File: src/rtl/mlf_pkg.sv
// Package of constants, types and lookup tables for the motor lock fault response block.
package mlf_pkg;

    ////////////////////////////////////////////////////////////////////////////////
    // Timing: one millisecond expressed in clock cycles of the 8 ns clock.
    localparam int CLK_PERIOD_NS = 8;
    localparam int MS_NS         = 1_000_000;
    localparam int MS_CYCLES     = (MS_NS + CLK_PERIOD_NS - 1) / CLK_PERIOD_NS;

    ////////////////////////////////////////////////////////////////////////////////
    // Register byte addresses on the Wishbone slave.
    localparam int ADR_W = 8;
    localparam logic [ADR_W-1:0] ADDR_SETUP_ONE = 8'h90;
    localparam logic [ADR_W-1:0] ADDR_SETUP_TWO = 8'h94;
    localparam logic [ADR_W-1:0] ADDR_STATUS    = 8'h98;
    localparam logic [ADR_W-1:0] ADDR_CLEAR     = 8'h9C;
    localparam logic [ADR_W-1:0] ADDR_ENABLE    = 8'hA0;
    localparam logic [ADR_W-1:0] ADDR_CONTROL   = 8'hA4;
    localparam logic [ADR_W-1:0] ADDR_STATE     = 8'hA8;

    // Reset values and writable bits.
    localparam logic [31:0] SETUP_ONE_RST  = 32'h0000_0000;
    localparam logic [31:0] SETUP_ONE_MASK = 32'h0007_FFFF;
    localparam logic [31:0] SETUP_TWO_RST  = 32'h0000_0000;

    // Field positions inside fault_setup_one.
    localparam int FLD_CLAMP_MODE_LSB = 15;
    localparam int FLD_FILTER_LSB     = 11;
    localparam int FLD_RETRY_CYC_LSB  = 8;
    localparam int FLD_STALL_MODE_LSB = 3;
    localparam int FLD_INTERVAL_LSB   = 0;
    localparam int MODE_W             = 4;
    localparam int FILTER_W           = 4;
    localparam int RETRY_CYC_W        = 3;
    localparam int INTERVAL_W         = 3;

    // Response mode code groups shared by both lock sources.
    localparam logic [3:0] MODE_AUTO_BASE    = 4'h4;
    localparam logic [3:0] MODE_REPORT       = 4'h8;
    localparam logic [3:0] MODE_DISABLED_MIN = 4'h9;

    // Status, clear and enable bit positions.
    localparam int ST_STALL_LOCK  = 0;
    localparam int ST_CLAMP_LOCK  = 1;
    localparam int ST_STALL_RECOV = 2;
    localparam int ST_CLAMP_RECOV = 3;
    localparam int ST_CLAMP_RETRY = 4;
    localparam int ST_W           = 5;

    // Control register: write one to release latched faults.
    localparam int CTRL_FAULT_CLEAR = 0;

    ////////////////////////////////////////////////////////////////////////////////
    // Millisecond tables for the filter time and the retry interval.
    localparam int MS_W = 16;
    localparam logic [MS_W-1:0] FILTER_MS [16] = '{
        16'h0001, 16'h0002, 16'h0005, 16'h000A, 16'h0019, 16'h0032, 16'h004B, 16'h0064,
        16'h00FA, 16'h01F4, 16'h03E8, 16'h09C4, 16'h1388, 16'h2710, 16'h61A8, 16'hC350};
    localparam logic [MS_W-1:0] INTERVAL_MS [8] = '{
        16'h0064, 16'h01F4, 16'h03E8, 16'h07D0, 16'h0BB8, 16'h1388, 16'h1D4C, 16'h2710};

    ////////////////////////////////////////////////////////////////////////////////
    // Types.
    typedef enum logic [1:0] {
        MLF_GATE_TRISTATE,
        MLF_GATE_RECIRC,
        MLF_GATE_HS_BRAKE,
        MLF_GATE_LS_BRAKE
    } mlf_gate_e;

    typedef struct packed {
        logic      hold;
        mlf_gate_e state;
    } mlf_gate_s;

    typedef struct packed {
        logic latched;
        logic retrying;
        logic report;
        logic recovered;
    } mlf_chan_s;

    typedef struct packed {
        logic             cyc;
        logic             stb;
        logic             we;
        logic [3:0]       sel;
        logic [ADR_W-1:0] adr;
        logic [31:0]      dat;
    } mlf_wb_req_s;

endpackage

File: src/rtl/mlf_top.sv
// Top of the motor lock fault response block with its Wishbone register slave.
// Overview of operation
// - A current-limit lock must persist for the filter time chosen by a 4-bit code (1 ms to 50 s).
// - After a per-cycle current clamp, drive is held off for 0 to 7 PWM cycles before retrying.
// - Stall modes 0h-3h latch a fault, assert fault_indicator_n and apply the coded gate state.
// - Stall modes 4h-7h apply the coded gate state and recover after the stall retry wait.
// - Within each group of four codes the gate states are tristate, recirculation, HS, LS brake.
// - Stall mode 8h only reports the stall, with no change to the gate drive.
// - Stall modes 9h-Fh disable stall detection completely.
// - The stall retry wait is 100, 500, 1000, 2000, 3000, 5000, 7500 or 10000 ms by a 3-bit code.
// - A filtered current-limit lock uses its own 4-bit mode field with the same code groups.
//
// Register access over Wishbone is this design's own decision.
`timescale 1ns/1ns
`default_nettype none
module mlf_top #(
    parameter int MS_TICK_CYCLES = mlf_pkg::MS_CYCLES
) (
    // Clock and reset.
    input  wire logic                  clk,
    input  wire logic                  rst,
    // Wishbone slave.
    input  wire mlf_pkg::mlf_wb_req_s  wb_req,
    output logic [31:0]                wb_dat_o,
    output logic                       wb_ack_o,
    // Lock detectors and PWM timing, all on clk.
    input  wire logic                  stall_detect,
    input  wire logic                  clamp_lock_level,
    input  wire logic                  per_cycle_clamp,
    input  wire logic                  pwm_cycle_start,
    // Gate-drive stage and indicators.
    output mlf_pkg::mlf_gate_s         gate_ctl,
    output logic                       clamp_retry_hold,
    output logic                       fault_indicator_n,
    output logic                       irq
);
    import mlf_pkg::*;

    initial begin
        if (MS_TICK_CYCLES < 1) $error("MS_TICK_CYCLES must be at least one");
    end

    ////////////////////////////////////////////////////////////////////////////////
    // Register storage.
    logic [31:0]     setup_one_ff;
    logic [31:0]     setup_two_ff;
    logic [ST_W-1:0] status_ff;
    logic [ST_W-1:0] enable_ff;
    logic            fault_clear_ff;
    logic            ack_ff;
    logic [31:0]     dat_ff;
    logic            irq_ff;

    // Drive-side flip-flops, declared here because the state word reads them.
    mlf_gate_s              gate_ff;
    logic                   fault_n_ff;
    logic                   clamp_retry_hold_ff;

    // Field extraction from fault_setup_one.
    wire [MODE_W-1:0]      stall_response_select   = setup_one_ff[FLD_STALL_MODE_LSB +: MODE_W];
    wire [MODE_W-1:0]      clamp_response_select   = setup_one_ff[FLD_CLAMP_MODE_LSB +: MODE_W];
    wire [FILTER_W-1:0]    current_clamp_lock_filter_time = setup_one_ff[FLD_FILTER_LSB +: FILTER_W];
    wire [RETRY_CYC_W-1:0] clamp_retry_cycle_count = setup_one_ff[FLD_RETRY_CYC_LSB +: RETRY_CYC_W];
    wire [INTERVAL_W-1:0]  stall_retry_interval_select = setup_one_ff[FLD_INTERVAL_LSB +: INTERVAL_W];
    wire [MS_W-1:0]        stall_retry_wait        = INTERVAL_MS[stall_retry_interval_select];
    wire [MS_W-1:0]        filter_ms               = FILTER_MS[current_clamp_lock_filter_time];

    ////////////////////////////////////////////////////////////////////////////////
    // Wishbone decode: one aligned word per register, byte lanes by sel.
    wire        wb_hit     = wb_req.cyc && wb_req.stb && !ack_ff;
    wire        wb_wr      = wb_hit && wb_req.we;
    wire [31:0] lane_mask  = {{8{wb_req.sel[3]}}, {8{wb_req.sel[2]}},
                              {8{wb_req.sel[1]}}, {8{wb_req.sel[0]}}};
    wire        wr_one     = wb_wr && (wb_req.adr == ADDR_SETUP_ONE);
    wire        wr_two     = wb_wr && (wb_req.adr == ADDR_SETUP_TWO);
    wire        wr_clear   = wb_wr && (wb_req.adr == ADDR_CLEAR) && wb_req.sel[0];
    wire        wr_enable  = wb_wr && (wb_req.adr == ADDR_ENABLE) && wb_req.sel[0];
    wire        wr_control = wb_wr && (wb_req.adr == ADDR_CONTROL) && wb_req.sel[0];
    wire [31:0] one_wmask  = lane_mask & SETUP_ONE_MASK;
    wire [31:0] nxt_one    = (setup_one_ff & ~one_wmask) | (wb_req.dat & one_wmask);
    wire [31:0] nxt_two    = (setup_two_ff & ~lane_mask) | (wb_req.dat & lane_mask);

    ////////////////////////////////////////////////////////////////////////////////
    // Read multiplexer; unmapped and write-only addresses read as zero.
    wire mlf_chan_s chan_info [2];
    wire mlf_gate_s chan_gate [2];
    wire [31:0] state_word = {22'h00_0000, clamp_retry_hold_ff, !fault_n_ff,
                              chan_info[1].retrying, chan_info[1].latched,
                              chan_info[0].retrying, chan_info[0].latched,
                              gate_ff.hold, gate_ff.state, 1'b0};
    wire [31:0] nxt_dat =
        (wb_req.adr == ADDR_SETUP_ONE) ? setup_one_ff :
        (wb_req.adr == ADDR_SETUP_TWO) ? setup_two_ff :
        (wb_req.adr == ADDR_STATUS)    ? {27'h000_0000, status_ff} :
        (wb_req.adr == ADDR_ENABLE)    ? {27'h000_0000, enable_ff} :
        (wb_req.adr == ADDR_STATE)     ? state_word : 32'h0000_0000;

    // Bus handshake: answer one cycle after the request, drop the next cycle.
    always_ff @(posedge clk) begin
        if (rst) begin
            ack_ff <= 1'b0;
            dat_ff <= 32'h0000_0000;
        end else begin
            ack_ff <= wb_hit;
            dat_ff <= wb_hit ? nxt_dat : 32'h0000_0000;
        end
    end

    // Configuration registers.
    always_ff @(posedge clk) begin
        if (rst) begin
            setup_one_ff   <= SETUP_ONE_RST;
            setup_two_ff   <= SETUP_TWO_RST;
            enable_ff      <= '0;
            fault_clear_ff <= 1'b0;
        end else begin
            if (wr_one) setup_one_ff <= nxt_one;
            if (wr_two) setup_two_ff <= nxt_two;
            if (wr_enable) enable_ff <= wb_req.dat[ST_W-1:0];
            fault_clear_ff <= wr_control && wb_req.dat[CTRL_FAULT_CLEAR];
        end
    end

    ////////////////////////////////////////////////////////////////////////////////
    // Current-limit lock filter: the level must persist for the selected time.
    logic [31:0]     dg_pre_ff;
    logic [MS_W-1:0] dg_ms_ff;
    logic            dg_done_ff;
    wire dg_run     = clamp_lock_level && (clamp_response_select < MODE_DISABLED_MIN);
    wire dg_tick    = (dg_pre_ff == 32'(MS_TICK_CYCLES - 1));
    wire clamp_evt  = dg_run && !dg_done_ff && dg_tick && (dg_ms_ff == filter_ms - 16'h0001);

    // The filter restarts whenever the level drops, so only an unbroken level counts.
    always_ff @(posedge clk) begin
        if (rst) begin
            dg_pre_ff  <= 32'h0000_0000;
            dg_ms_ff   <= '0;
            dg_done_ff <= 1'b0;
        end else begin
            dg_pre_ff  <= (!dg_run || dg_done_ff || dg_tick) ? 32'h0000_0000 : dg_pre_ff + 32'h0000_0001;
            dg_ms_ff   <= !dg_run ? '0 : (dg_tick ? dg_ms_ff + 16'h0001 : dg_ms_ff);
            dg_done_ff <= dg_run && (dg_done_ff || clamp_evt);
        end
    end

    ////////////////////////////////////////////////////////////////////////////////
    // Response channels: index 0 handles stalls, index 1 the filtered clamp lock.
    wire             chan_evt  [2];
    wire [MODE_W-1:0] chan_mode [2];
    assign chan_evt[0]  = stall_detect;
    assign chan_evt[1]  = clamp_evt;
    assign chan_mode[0] = stall_response_select;
    assign chan_mode[1] = clamp_response_select;

    for (genvar i = 0; i < 2; i++) begin : g_chan
        mlf_lock_chan #(
            .MS_TICK_CYCLES (MS_TICK_CYCLES)
        ) u_chan (
            .clk         (clk),
            .rst         (rst),
            .lock_evt    (chan_evt[i]),
            .mode        (chan_mode[i]),
            .interval_ms (stall_retry_wait),
            .fault_clear (fault_clear_ff),
            .gate        (chan_gate[i]),
            .info        (chan_info[i])
        );
    end

    ////////////////////////////////////////////////////////////////////////////////
    // Gate-drive selection: the stall response wins over the clamp response.
    wire mlf_gate_s nxt_gate = chan_gate[0].hold ? chan_gate[0] :
                               chan_gate[1].hold ? chan_gate[1] : '0;
    wire nxt_fault_n = !(chan_info[0].latched || chan_info[1].latched);

    always_ff @(posedge clk) begin
        if (rst) begin
            gate_ff    <= '0;
            fault_n_ff <= 1'b1;
        end else begin
            gate_ff    <= nxt_gate;
            fault_n_ff <= nxt_fault_n;
        end
    end

    ////////////////////////////////////////////////////////////////////////////////
    // Per-cycle clamp retry: hold off drive for the selected number of PWM cycles.
    logic [RETRY_CYC_W-1:0] pwm_cnt_ff;
    wire retry_done = clamp_retry_hold_ff && (pwm_cnt_ff == clamp_retry_cycle_count);

    always_ff @(posedge clk) begin
        if (rst) begin
            clamp_retry_hold_ff <= 1'b0;
            pwm_cnt_ff          <= '0;
        end else if (per_cycle_clamp) begin
            clamp_retry_hold_ff <= 1'b1;
            pwm_cnt_ff          <= '0;
        end else if (retry_done) begin
            clamp_retry_hold_ff <= 1'b0;
        end else if (clamp_retry_hold_ff && pwm_cycle_start) begin
            pwm_cnt_ff          <= pwm_cnt_ff + 3'h1;
        end
    end

    ////////////////////////////////////////////////////////////////////////////////
    // Sticky status: a new event wins over a clear in the same cycle.
    wire [ST_W-1:0] evt_vec   = {retry_done, chan_info[1].recovered, chan_info[0].recovered,
                                 chan_info[1].report, chan_info[0].report};
    wire [ST_W-1:0] clr_vec   = wr_clear ? wb_req.dat[ST_W-1:0] : '0;
    wire [ST_W-1:0] nxt_stat  = (status_ff & ~clr_vec) | evt_vec;

    always_ff @(posedge clk) begin
        if (rst) begin
            status_ff <= '0;
            irq_ff    <= 1'b0;
        end else begin
            status_ff <= nxt_stat;
            irq_ff    <= |(nxt_stat & enable_ff);
        end
    end

    // Outputs straight from flip-flops.
    assign wb_dat_o          = dat_ff;
    assign wb_ack_o          = ack_ff;
    assign gate_ctl          = gate_ff;
    assign clamp_retry_hold  = clamp_retry_hold_ff;
    assign fault_indicator_n = fault_n_ff;
    assign irq               = irq_ff;

    ////////////////////////////////////////////////////////////////////////////////
    // Checks on the block's own behaviour.
    AST_ACK_PULSE: assert property (@(posedge clk) disable iff (rst)
        wb_hit |=> ack_ff ##1 !ack_ff)
        else $error("Bus answer not a single cycle");
    AST_FILTER_TIME: assert property (@(posedge clk) disable iff (rst)
        clamp_evt |-> clamp_lock_level && (dg_ms_ff == filter_ms - 16'h0001) && dg_tick)
        else $error("Clamp lock reported before its filter time");
    AST_RETRY_COUNT: assert property (@(posedge clk) disable iff (rst)
        (clamp_retry_hold_ff && !per_cycle_clamp && pwm_cnt_ff == clamp_retry_cycle_count)
        |=> !clamp_retry_hold_ff)
        else $error("Clamp retry held past its cycle count");
    AST_STALL_LATCH: assert property (@(posedge clk) disable iff (rst)
        (stall_detect && stall_response_select < MODE_AUTO_BASE && !chan_gate[0].hold)
        |=> ##1 !fault_indicator_n && gate_ctl.hold
            && gate_ctl.state == mlf_gate_e'($past(stall_response_select[1:0], 2)))
        else $error("Latched stall did not assert fault indicator and gate state");
    AST_STALL_AUTO: assert property (@(posedge clk) disable iff (rst)
        (stall_detect && !chan_gate[0].hold && stall_response_select >= MODE_AUTO_BASE
         && stall_response_select < MODE_REPORT) |=> chan_info[0].retrying && !chan_info[0].latched)
        else $error("Auto-recovery stall mode did not start its retry wait");
    AST_REPORT_ONLY: assert property (@(posedge clk) disable iff (rst)
        (stall_detect && !chan_gate[0].hold && stall_response_select == MODE_REPORT)
        |=> !chan_gate[0].hold ##1 status_ff[ST_STALL_LOCK])
        else $error("Report-only stall changed the drive or was not reported");
    AST_CLAMP_MODE: assert property (@(posedge clk) disable iff (rst)
        (clamp_evt && !chan_gate[1].hold && clamp_response_select < MODE_AUTO_BASE)
        |=> chan_info[1].latched)
        else $error("Clamp lock did not follow its own mode field");
    AST_LATCH_HOLD: assert property (@(posedge clk) disable iff (rst)
        (chan_info[0].latched && !fault_clear_ff) |=> chan_info[0].latched ##1 !fault_indicator_n)
        else $error("Latched fault released without a clear");
    AST_STICKY: assert property (@(posedge clk) disable iff (rst)
        (evt_vec[ST_STALL_LOCK]) |=> status_ff[ST_STALL_LOCK])
        else $error("Status event lost against a clear");

    COV_LATCH_CLEAR: cover property (@(posedge clk) disable iff (rst)
        chan_info[0].latched ##1 fault_clear_ff ##1 !chan_info[0].latched);
    COV_AUTO_RECOVER: cover property (@(posedge clk) disable iff (rst) chan_info[0].recovered);
    COV_CLAMP_LOCK: cover property (@(posedge clk) disable iff (rst) clamp_evt);
    COV_RETRY_DONE: cover property (@(posedge clk) disable iff (rst) retry_done && irq_ff);

endmodule // mlf_top
`default_nettype wire

File: src/rtl/mlf_lock_chan.sv
// Response state machine for one lock source: latched, auto-retry, report or off.
`timescale 1ns/1ns
`default_nettype none
module mlf_lock_chan #(
    parameter int MS_TICK_CYCLES = mlf_pkg::MS_CYCLES
) (
    // Clock and reset.
    input  wire logic                     clk,
    input  wire logic                     rst,
    // Detection and configuration.
    input  wire logic                     lock_evt,
    input  wire logic [mlf_pkg::MODE_W-1:0] mode,
    input  wire logic [mlf_pkg::MS_W-1:0] interval_ms,
    input  wire logic                     fault_clear,
    // Response.
    output mlf_pkg::mlf_gate_s            gate,
    output mlf_pkg::mlf_chan_s            info
);
    import mlf_pkg::*;

    typedef enum logic [1:0] {LC_IDLE, LC_LATCHED, LC_WAIT} mlf_lc_e;

    mlf_lc_e      st_ff;
    mlf_lc_e      nxt_st;
    logic [31:0]  pre_ff;
    logic [MS_W-1:0] ms_ff;
    mlf_gate_e    code_ff;
    logic         report_ff;
    logic         recov_ff;

    initial begin
        if (MS_TICK_CYCLES < 1) $error("MS_TICK_CYCLES must be at least one");
    end

    // Decode of the incoming event against the selected mode.
    wire take      = lock_evt && (st_ff == LC_IDLE) && (mode < MODE_DISABLED_MIN);
    wire go_latch  = take && (mode < MODE_AUTO_BASE);
    wire go_wait   = take && (mode >= MODE_AUTO_BASE) && (mode < MODE_REPORT);
    wire ms_tick   = (pre_ff == 32'(MS_TICK_CYCLES - 1));
    wire elapsed   = (st_ff == LC_WAIT) && ms_tick && (ms_ff == interval_ms - 16'h0001);

    // Next state selection.
    always_comb begin
        nxt_st = st_ff;
        case (st_ff)
            LC_IDLE: begin
                if (go_latch) nxt_st = LC_LATCHED;
                else if (go_wait) nxt_st = LC_WAIT;
            end
            LC_LATCHED: begin
                if (fault_clear) nxt_st = LC_IDLE;
            end
            LC_WAIT: begin
                if (elapsed) nxt_st = LC_IDLE;
            end
            default: nxt_st = LC_IDLE;
        endcase
    end

    // State, interval timer and captured gate-drive code.
    always_ff @(posedge clk) begin
        if (rst) begin
            st_ff     <= LC_IDLE;
            pre_ff    <= 32'h0000_0000;
            ms_ff     <= '0;
            code_ff   <= MLF_GATE_TRISTATE;
            report_ff <= 1'b0;
            recov_ff  <= 1'b0;
        end else begin
            st_ff     <= nxt_st;
            pre_ff    <= (st_ff != LC_WAIT || ms_tick) ? 32'h0000_0000 : pre_ff + 32'h0000_0001;
            ms_ff     <= (st_ff != LC_WAIT) ? '0 : (ms_tick ? ms_ff + 16'h0001 : ms_ff);
            report_ff <= take;
            recov_ff  <= elapsed;
            if (go_latch || go_wait) code_ff <= mlf_gate_e'(mode[1:0]);
        end
    end

    assign gate.hold      = (st_ff != LC_IDLE);
    assign gate.state     = code_ff;
    assign info.latched   = (st_ff == LC_LATCHED);
    assign info.retrying  = (st_ff == LC_WAIT);
    assign info.report    = report_ff;
    assign info.recovered = recov_ff;

    // Waiting never reaches the full interval count and never reports a latched fault.
    AST_WAIT_BOUND: assert property (@(posedge clk) disable iff (rst)
        (st_ff == LC_WAIT) |-> (ms_ff < interval_ms) && !info.latched)
        else $error("Retry wait ran past its interval");
    AST_DISABLED: assert property (@(posedge clk) disable iff (rst)
        (st_ff == LC_IDLE && mode >= MODE_DISABLED_MIN) |=> (st_ff == LC_IDLE) && !report_ff)
        else $error("Disabled detection still acted");

endmodule // mlf_lock_chan
`default_nettype wire

File: config.mk
export PLATFORM = sky130hd
export DESIGN_NAME = mlf_top
export DESIGN_NICKNAME = d
export VERILOG_FILES = /design/src/rtl/mlf_pkg.sv /design/src/rtl/mlf_top.sv /design/src/rtl/mlf_lock_chan.sv
export SDC_FILE = /design/constraint.sdc
export NUM_CORES = 1
export LEC_CHECK = 0
export ABC_AREA = 1
export BUFFER_PORTS_ARGS = -buffer_cell sky130_fd_sc_hd__buf_2
export CAP_MARGIN = 20
export CORE_MARGIN = 1.5
export CORE_UTILIZATION = 50
export DETAILED_ROUTE_END_ITERATION = 10
export PLACE_DENSITY = 0.69
export SYNTH_ARGS = -nofsm -noshare
export SYNTH_HDL_FRONTEND = slang
export SYNTH_SLANG_ARGS = --single-unit
File: constraint.sdc
create_clock -name clk -period 7.87 [get_ports clk]
set_input_delay 1.574 -clock clk [delete_from_list [all_inputs] [get_ports clk]]
set_output_delay 1.574 -clock clk [all_outputs]
set_load 0.1 [all_outputs]
# Word level (Yosys, flattened, before mapping)
# Memories as Yosys holds them, arrays and structs flattened.
# Cells that the tools add are included.
# Widths: inputs -> output; s select.
# classes
bitwise_logic,17
reduce_logical,63
add_sub_neg,9
magnitude_cmp,10
mux,23
n_eq_ne,26
# op_table
operator,count
$add 32x1->32 const B,3
$and 32x32->32,3
$eq 32x17->1 const B,3
$mux 16,4
$mux 32,2
$or 32x32->32,2
$eq 8x8->1 const B,7
$add 16x1->16 const B,3
$eq 16x16->1,3
$logic_and 1x1->1,33
$and 32x19->32,1
$not 19->32,1
$not 32->32,1
$sub 16x1->16 const B,2
$mux 10,3
$lt 4x4->1 const B,4
$reduce_or 2->1,8
$mux 2,7
$pmux 2 s3,2
$and 5x5->5,2
$ge 4x3->1 const B,2
$logic_or 1x1->1,8
$lt 4x3->1 const B,2
$ne 2x2->1 const B,4
other kinds (22),38
# word_totals
in_bits,53
wordCells,178
romBits,384
mem_count,2
out_inout_bits,39
regBits,274
# mem_list
name,depth,width,read_ports,rd_ports_with_merged_regs,wr,line_no,rtl
(name not given),16,16,1,0,0,mlf_top.sv:66,wire [MS_W-1:0] filter_ms = FILTER_MS[current_clamp_lock_filter_time];
(name not given),8,16,1,0,0,mlf_top.sv:65,wire [MS_W-1:0] stall_retry_wait = INTERVAL_MS[stall_retry_interval_select];

# Logic depth before layout (Yosys ltp)
# Gate-level depths: netlist of the first run.
# logic_depth
ltp_word,14
mapped_depth,20
depth_no_buf,20

# Modules after synthesis
# From an unflattened synthesis of the first run, not the netlist that was laid out.
# unflattened
cells_unflattened,2151
area_unflattened_um2,14856.7
# modules_own_cells
module,n_inst,area_per_inst_um2,cells_each,seq_area_each_um2
mlf_lock_chan,2,3771.1,568,1081.0
mlf_top,1,7314.5,1015,3062.9

# Least setup slack after synthesis of the first run
# No wires, ideal clock.
# synth_timing
path_kind,input -> register
start,input port wb_req[33] in the netlist's numbering
end,register with a tool-made name
setup_ns,0.128
n_path_buf,1
t_arrival_ns,2.975
stages,11
slack_ns,4.767
t_required_ns,7.742
cell_sequence,nor2_1 -> inv_1 -> nor3_2 -> inv_1 -> nor2_2 -> inv_1 -> nor2_2 -> nand2_1 -> clkbuf_1 -> o21ai_0 -> a21oi_1
# synth_lines
item,line_no,rtl
"start, declared",mlf_top.sv:23,"input wire mlf_pkg::mlf_wb_req_s wb_req,"

==> summary.md, run 1 <==
| Metric | Value |
|---|---|
| Vias in the first global route | `11,400` |
| Number of synthesized flops with an enable pin | `0` |
| Cells after Synth | `1,914` |
| Slowest stage delay, CP | `0.68 ns` |
| R2R setup slack | `4.65 ns` |
| Peak supply drop | `185 uV` |
| Initial antenna violation count | `0` |
| Status | `finished, final reports clean` |
| DRT antenna net count | `0` |
| Cts bufs inserted | `28` |
| Hold depth | `2` |
| Worst relative slew slack | `0.444` |
| Crit. End Element | `flip-flop` |
| Syn nets | `1,985` |
| Leak Pwr | `5.49 nW` |
| Count of different cell masters after synthesis | `50` |
| Die Height | `165 microns` |
| Placer Congestion | `0.950` |
| DP Wirelength | `24.1 mm` |
| H-tree levels | `1` |
| Core Region | `0.0260 sq mm` |
| Critical Path Fanout Max | `18` |
| Initial core utilization | `0.508` |
| Row cnt | `59` |
| Switching Share | `0.207` |
| Post-cts hold buffer count | `0` |
| Routed WL per cell | `13.8 microns` |
| Critical Path Most Common Cell | `nor2_1` |
| Fin. Hold Viols | `0` |
| Drt total wl | `32.4 mm` |
| CTS tree | `done` |
| Share of layout cells above drive strength 1 | `0.101` |
| First-pass GRT wire length | `53.1 mm` |
| Crit path required time | `8.28 ns` |
| Power share of the sequential group | `0.476` |
| DRC Markers | `0` |
| Worst slew pin tran | `0.831 ns` |
| Worst R2R Path Depth | `18` |
| Most frequent cells after synthesis | `nand2_1 (373), inv_1 (266), dfxtp_1 (261), nor2_1 (217), a21oi_1 (152)` |
| Highest clock rate | `0.253 GHz` |
| DR iter-0 viols | `815` |
| CTS max path bufs | `3` |
| Slew Viols, Final | `0` |
| Cts repair resizes | `0` |
| Worst hold slack | `0.436 ns` |
| RSZ-0062 raised after global routing | `no` |
| Fin nets | `2,068` |
| Yosys reg bits | `261` |
| Critical-path cell with the highest stage delay | `nor2_1` |
| Final setup TNS | `0 ns` |
| Clock share of power | `0.502` |
| Reg2reg end | `g_chan[1].u_chan.code_ff[0]` |
| Ys async rst share | `0` |
| Switching power | `0.575 mW` |
| Pin count of the biggest net entering global routing | `49` |
| Pre-antenna DRT Iters | `5` |
| Port Buffer Count | `91` |
| Post-Syn Area per Cell | `6.89 sq um` |
| Critical path arrival | `4.36 ns` |
| Die X | `165 microns` |
| Count of clock tree sinks | `261` |
| Pwr/cell area | `187 mW/mm^2` |
| Synthesized cell area | `0.0132 sq mm` |
| Startpoint types | `input port` |
| Combinational share of power | `0.022` |
| Post-synth top area cell | `dfxtp_1` |
| Sequential share of the synthesized area | `0.396` |
| Hold WC Path Type | `flip-flop to flip-flop` |
| Post-CTS Setup Inserts | `0` |
| Hold worst-path end | `wb_dat_o[30]` |
| Die area | `0.0274 sq mm` |
| Most used flip-flop cell after synthesis | `dfxtp_1` |
| Clock latency on the worst-skew pair | `0.54 ns` |
| CTS Root Cell | `clkbuf_16` |
| Cell Chain, Critical Path | `buf_2, nor2_1, nand2_1, nor2_1, inv_1, nor2_2, inv_1, nor2_1, nand2_1, o21ai_0, a21oi_1` |
| Cell Int Power | `2.21 mW` |
| Final count of negative-setup-slack endpoints | `0` |
| WS Path Type | `input port to flip-flop` |
| Via count | `12,600` |
| Min Tclk post-route | `3.95 ns` |
| Number of inserted diodes | `0` |
| Worst-path clk slew | `0.06 ns` |
| Clock skew | `0.0101 ns` |
| Layout area overhead | `13.1%` |
| Max Cap Viol | `0` |
| All-Layer GR Usage | `0.235` |
| Post-synth top area share | `0.396` |
| Period utilisation layout | `0.502` |
| Synth Warn # | `0` |
| Synth top area cells | `dfxtp_1 (40%), nand2_1 (11%), inv_1 (7.6%)` |
| Vias/cell | `5.36` |
| Ports | `92` |
| FILL cells | `2,492` |
| Gr ovfl total | `0` |
| Top-count cell post-synth | `nand2_1` |
-- critical path: cells and delay by family --
kind | cells | cell delay, ns
buffers and inverters | 3 | 0.37
AO/OA/AOI/OAI | 2 | 0.38
AND/OR/NAND/NOR | 6 | 2.03
-- layer usage --
metal | global-route usage | up-vias | share of wire
met2 | 0.405 | 306 | 0.47
met5 | 0 | - | 0
met3 | 0.0290 | 63 | 0.047
met4 | 0.0783 | 0 | 0.028
li1 | - | 6457 | -
met1 | 0.303 | 5775 | 0.45
-- through the flow --
step	utilization	power, mW	setup slack (ns)	instance area, sq um	instances
after floorplan	-	1.39	4.77	13200	1914
after detailed placement	0.536	1.42	3.42	13900	2302
after global routing	0.574	2.87	3.49	14900	2353
final	0.574	2.79	3.92	14900	2353
after global placement	0.536	1.41	3.53	13900	2302
after CTS	0.574	2.81	3.97	14900	2353
-- power by group through the flow --
stage	combinational [mW]	clock (mW)	sequential, mW
5_1_grt	0.0653	1.48	1.33
2_1_floorplan	0.0251	0	1.36
4_1_cts	0.0599	1.43	1.33
3_5_place_dp	0.0594	0	1.36
3_3_place_gp	0.0589	0	1.36
6_report	0.0600	1.40	1.33
-- layout by cell type (no fill, tap or decap), types with 5 or more instances in the layout --
cell type / count
dfxtp_1: 261
clkbuf_8: 7
inv_1: 266
nor2_2: 16
a31oi_1: 5
nand2_2: 7
nor2_1: 217
nor3b_1: 23
nor4_2: 5
nor3_1: 73
nand3_1: 127
nor4_1: 27
o21a_1: 8
a21oi_1: 152
clkbuf_1: 7
buf_2: 91
nand2_1: 373
clkbuf_16: 29
o21ai_0: 110
xnor2_1: 10
xor2_1: 45
or2_2: 15
ha_1: 18
nand4_1: 67
-- how the worst max path moves through the flow --
stage	depth (start not counted)	to	startpoint	slack, ns
after detailed placement	11	flip-flop	wb_req[33]	3.42
after floorplan	11	flip-flop	wb_req[33]	4.77
final	11	flip-flop	wb_req[33]	3.92
after CTS	11	flip-flop	wb_req[33]	3.97
after global placement	11	flip-flop	wb_req[33]	3.53
after global routing	11	flip-flop	wb_req[33]	3.49
-- cell families after synthesis --
family / synth area share
buffers and inverters: 0.0895
flip-flops: 0.396
AO/OA/AOI/OAI: 0.116
adder cells (fa/ha/maj): 0.0171
XOR/XNOR: 0.0365
AND/OR/NAND/NOR: 0.344
-- layout make-up --
class | instances | area (sq um) | share of cell area
well taps | 335 | 419 | 0.0281
clock buffers | 43 | 848 | 0.0569
repair buffers | 94 | 478 | 0.0320
inverters | 270 | 1020 | 0.0681
clock inverters | 8 | 143 | 0.00956
multi-input cells | 1342 | 6780 | 0.455
flip-flops and latches | 261 | 5230 | 0.350
No activity file was read; power rests on OpenSTA's default activity.
==> run 2: changes to the inputs <==
Settings changed: PLACE_DENSITY 0.69 to 0.72.
Clock period 7.87 ns to 3.3 ns, I/O delays scaled along.
==> summary.md, run 2 (synthesis gave the netlist of run 1 again) <==
| Metric | Value |
|---|---|
| Highest clock rate | `0.344 GHz` |
| Crit. End Element | `flip-flop` |
| Cell Chain, Critical Path | `inv_1, ha_1, nand2_1, nand3_1, nand2_1, ha_1, xor2_1, xor2_1, nand2_1, nor2_1, nand2_1, nor2_1, nand3b_1, nor2_2, nand3_1, nand2_1, inv_1, nor2_1` |
| CTS max path bufs | `3 (unchanged)` |
| Gr ovfl total | `0 (unchanged)` |
| Critical Path Fanout Max | `9 (-9)` |
| H-tree levels | `1 (unchanged)` |
| Final setup TNS | `0 ns (unchanged)` |
| Placer Congestion | `0.918 (-3.4%)` |
| Critical path arrival | `3.38 ns (-0.98 ns)` |
| Final Core Density | `0.576 (+0.00207)` |
| Count of clock tree sinks | `261 (unchanged)` |
| Layout area overhead | `13.5%` |
| Vias/cell | `5.31 (-0.85%)` |
| DP Cell Count | `2,312 (+0.43%)` |
| Clock skew | `0.0104 ns (+0.000371 ns)` |
| WS Path Type | `flip-flop to flip-flop` |
| Worst Min Path Start | `wb_req[5]` |
| Fin. Hold Viols | `0 (unchanged)` |
| Placed Area | `0.0140 sq mm (+0.54%)` |
| Fin nets | `2,078 (+0.48%)` |
| FILL cells | `2,505 (+0.52%)` |
| Combinational share of power | `0.022 (about the same)` |
| Drt total wl | `32.5 mm (+0.33%)` |
| Die X | `165 microns (unchanged)` |
| Cell Int Power | `5.20 mW (+140%)` |
| DRT antenna net count | `0 (unchanged)` |
| Via count | `12,600 (-0.39%)` |
| Critical-path cell with the highest stage delay | `dfxtp_1` |
| Period utilisation layout | `0.880` |
| Power share of the sequential group | `0.481 (+0.005)` |
| Post-cts hold buffer count | `0 (unchanged)` |
| Power, Total | `6.58 mW (+140%)` |
| Initial core utilization | `0.508 (unchanged)` |
| Switching power | `1.38 mW (+140%)` |
| Hold WC Path Type | `input port to flip-flop` |
| DRC Markers | `0 (unchanged)` |
| Fin area | `0.0150 sq mm (+0.36%)` |
| Pwr/cell area | `439 mW/mm^2 (+140%)` |
| Most common cell after layout, fill and taps aside | `nand2_1` |
| First-pass GRT wire length | `53.6 mm (+0.96%)` |
| Peak supply drop | `485 uV (+160%)` |
| Worst slew pin tran | `0.792 ns (-0.0390 ns)` |
| Critical path's top delay family | `simple AND/OR/NAND/NOR gates` |
| Startpoint types | `flip-flop` |
| Critical Path Most Common Cell | `nand2_1` |
| Core Region | `0.0260 sq mm (unchanged)` |
| Die area | `0.0274 sq mm (unchanged)` |
| Cts bufs inserted | `28 (unchanged)` |
| Switching Share | `0.210 (+0.00307)` |
| Cts repair resizes | `0 (unchanged)` |
| Worst hold slack | `0.363 ns (-0.0734 ns)` |
| Final count of negative-setup-slack endpoints | `0 (unchanged)` |
| Pre-antenna DRT Iters | `5 (unchanged)` |
| Status | `finished, final reports clean` |
| Routed WL per cell | `13.8 microns (-0.13%)` |
| DR iter-0 viols | `965 (+18%)` |
| Share of layout cells above drive strength 1 | `0.105 (+0.00438)` |
| Post-Place Worst Slack | `0.441 ns (-2.98 ns)` |
| All-Layer GR Usage | `0.236 (+0.00117)` |
| Worst relative slew slack | `0.471 (+0.0275)` |
| DP Wirelength | `24.3 mm (+0.74%)` |
| Clock share of power | `0.497 (-0.005)` |
| Most frequent cells in the layout | `nand2_1 (373), inv_1 (266), dfxtp_1 (261)` |
| Ports | `92 (unchanged)` |
| Crit path required time | `3.78 ns (-4.50 ns)` |
| Pin count of the biggest net entering global routing | `49 (unchanged)` |
| Min Tclk post-route | `2.90 ns` |
| Vias in the first global route | `11,500 (+0.55%)` |
| Worst-path clk slew | `0.06 ns (about the same)` |
| Initial antenna violation count | `0 (unchanged)` |
| Final worst slack | `0.397 ns (-3.53 ns)` |
| Die Height | `165 microns (unchanged)` |
| Number of inserted diodes | `0 (unchanged)` |
| Clock latency on the worst-skew pair | `0.54 ns (about the same)` |
| Port Buffer Count | `91 (unchanged)` |
| Post-CTS Setup Inserts | `0 (unchanged)` |
| Slew Viols, Final | `0 (unchanged)` |
| CTS tree | `done` |
| Row cnt | `59 (unchanged)` |
| CTS Root Cell | `clkbuf_16` |
| Leak Pwr | `5.53 nW (+0.76%)` |
| Buf+Inv Stages, Crit Path | `2 (-1)` |
| RSZ-0062 raised after global routing | `no` |
| Max Cap Viol | `0 (unchanged)` |
| Non-Filler Instances | `2,364 (+0.47%)` |
| Slowest stage delay, CP | `0.48 ns (-0.20 ns)` |
[run 2: power groups by stage]
stage                     combinational, mW  sequential (mW)  clock [mW]
after floorplan                      0.0599             3.25           0
after detailed placement              0.142             3.23           0
after CTS                             0.143             3.16        3.32
after global placement                0.141             3.23           0
after global routing                  0.156             3.16        3.45
final                                 0.144             3.16        3.27
[run 2: cell type report]
type,instances,area [sq um],area share
Clock buffer,44,852,0.0569
Clock inverter,8,118,0.00786
Tap cell,335,419,0.0280
Sequential cell,261,5230,0.349
Multi-Input combinational cell,1342,6780,0.453
Inverter,270,1020,0.0679
Timing Repair Buffer,104,553,0.0370
[run 2: worst reg2reg max path: stages, from the launching register on]
cell      delay (ns)
dfxtp_1         0.48
inv_1           0.16
ha_1            0.30
nand2_1         0.09
nand3_1         0.08
nand2_1         0.13
ha_1            0.21
xor2_1          0.27
xor2_1          0.23
nand2_1         0.08
nor2_1          0.08
nand2_1         0.05
nor2_1          0.11
nand3b_1        0.10
nor2_2          0.16
nand3_1         0.11
nand2_1         0.09
inv_1           0.04
nor2_1          0.08
[run 2: per-layer routing]
layer | track usage | share of wire
met1 | 0.330 | 0.48
met4 | 0.0532 | 0.017
met3 | 0.0365 | 0.050
met5 | 0 | 0
met2 | 0.383 | 0.45
[run 2: worst paths after layout]
| path | endpoint | slack [ns] | cells past startpoint |
|---|---|---|---|
| setup / recovery | g_chan[1].u_chan.code_ff[0] | 0.40 | 18 |
| hold / removal | flip-flop | 0.36 | 3 |
| setup reg to reg | g_chan[1].u_chan.code_ff[0] | 0.40 | 18 |
| hold reg to reg | wb_dat_o[25] | 0.44 | 2 |
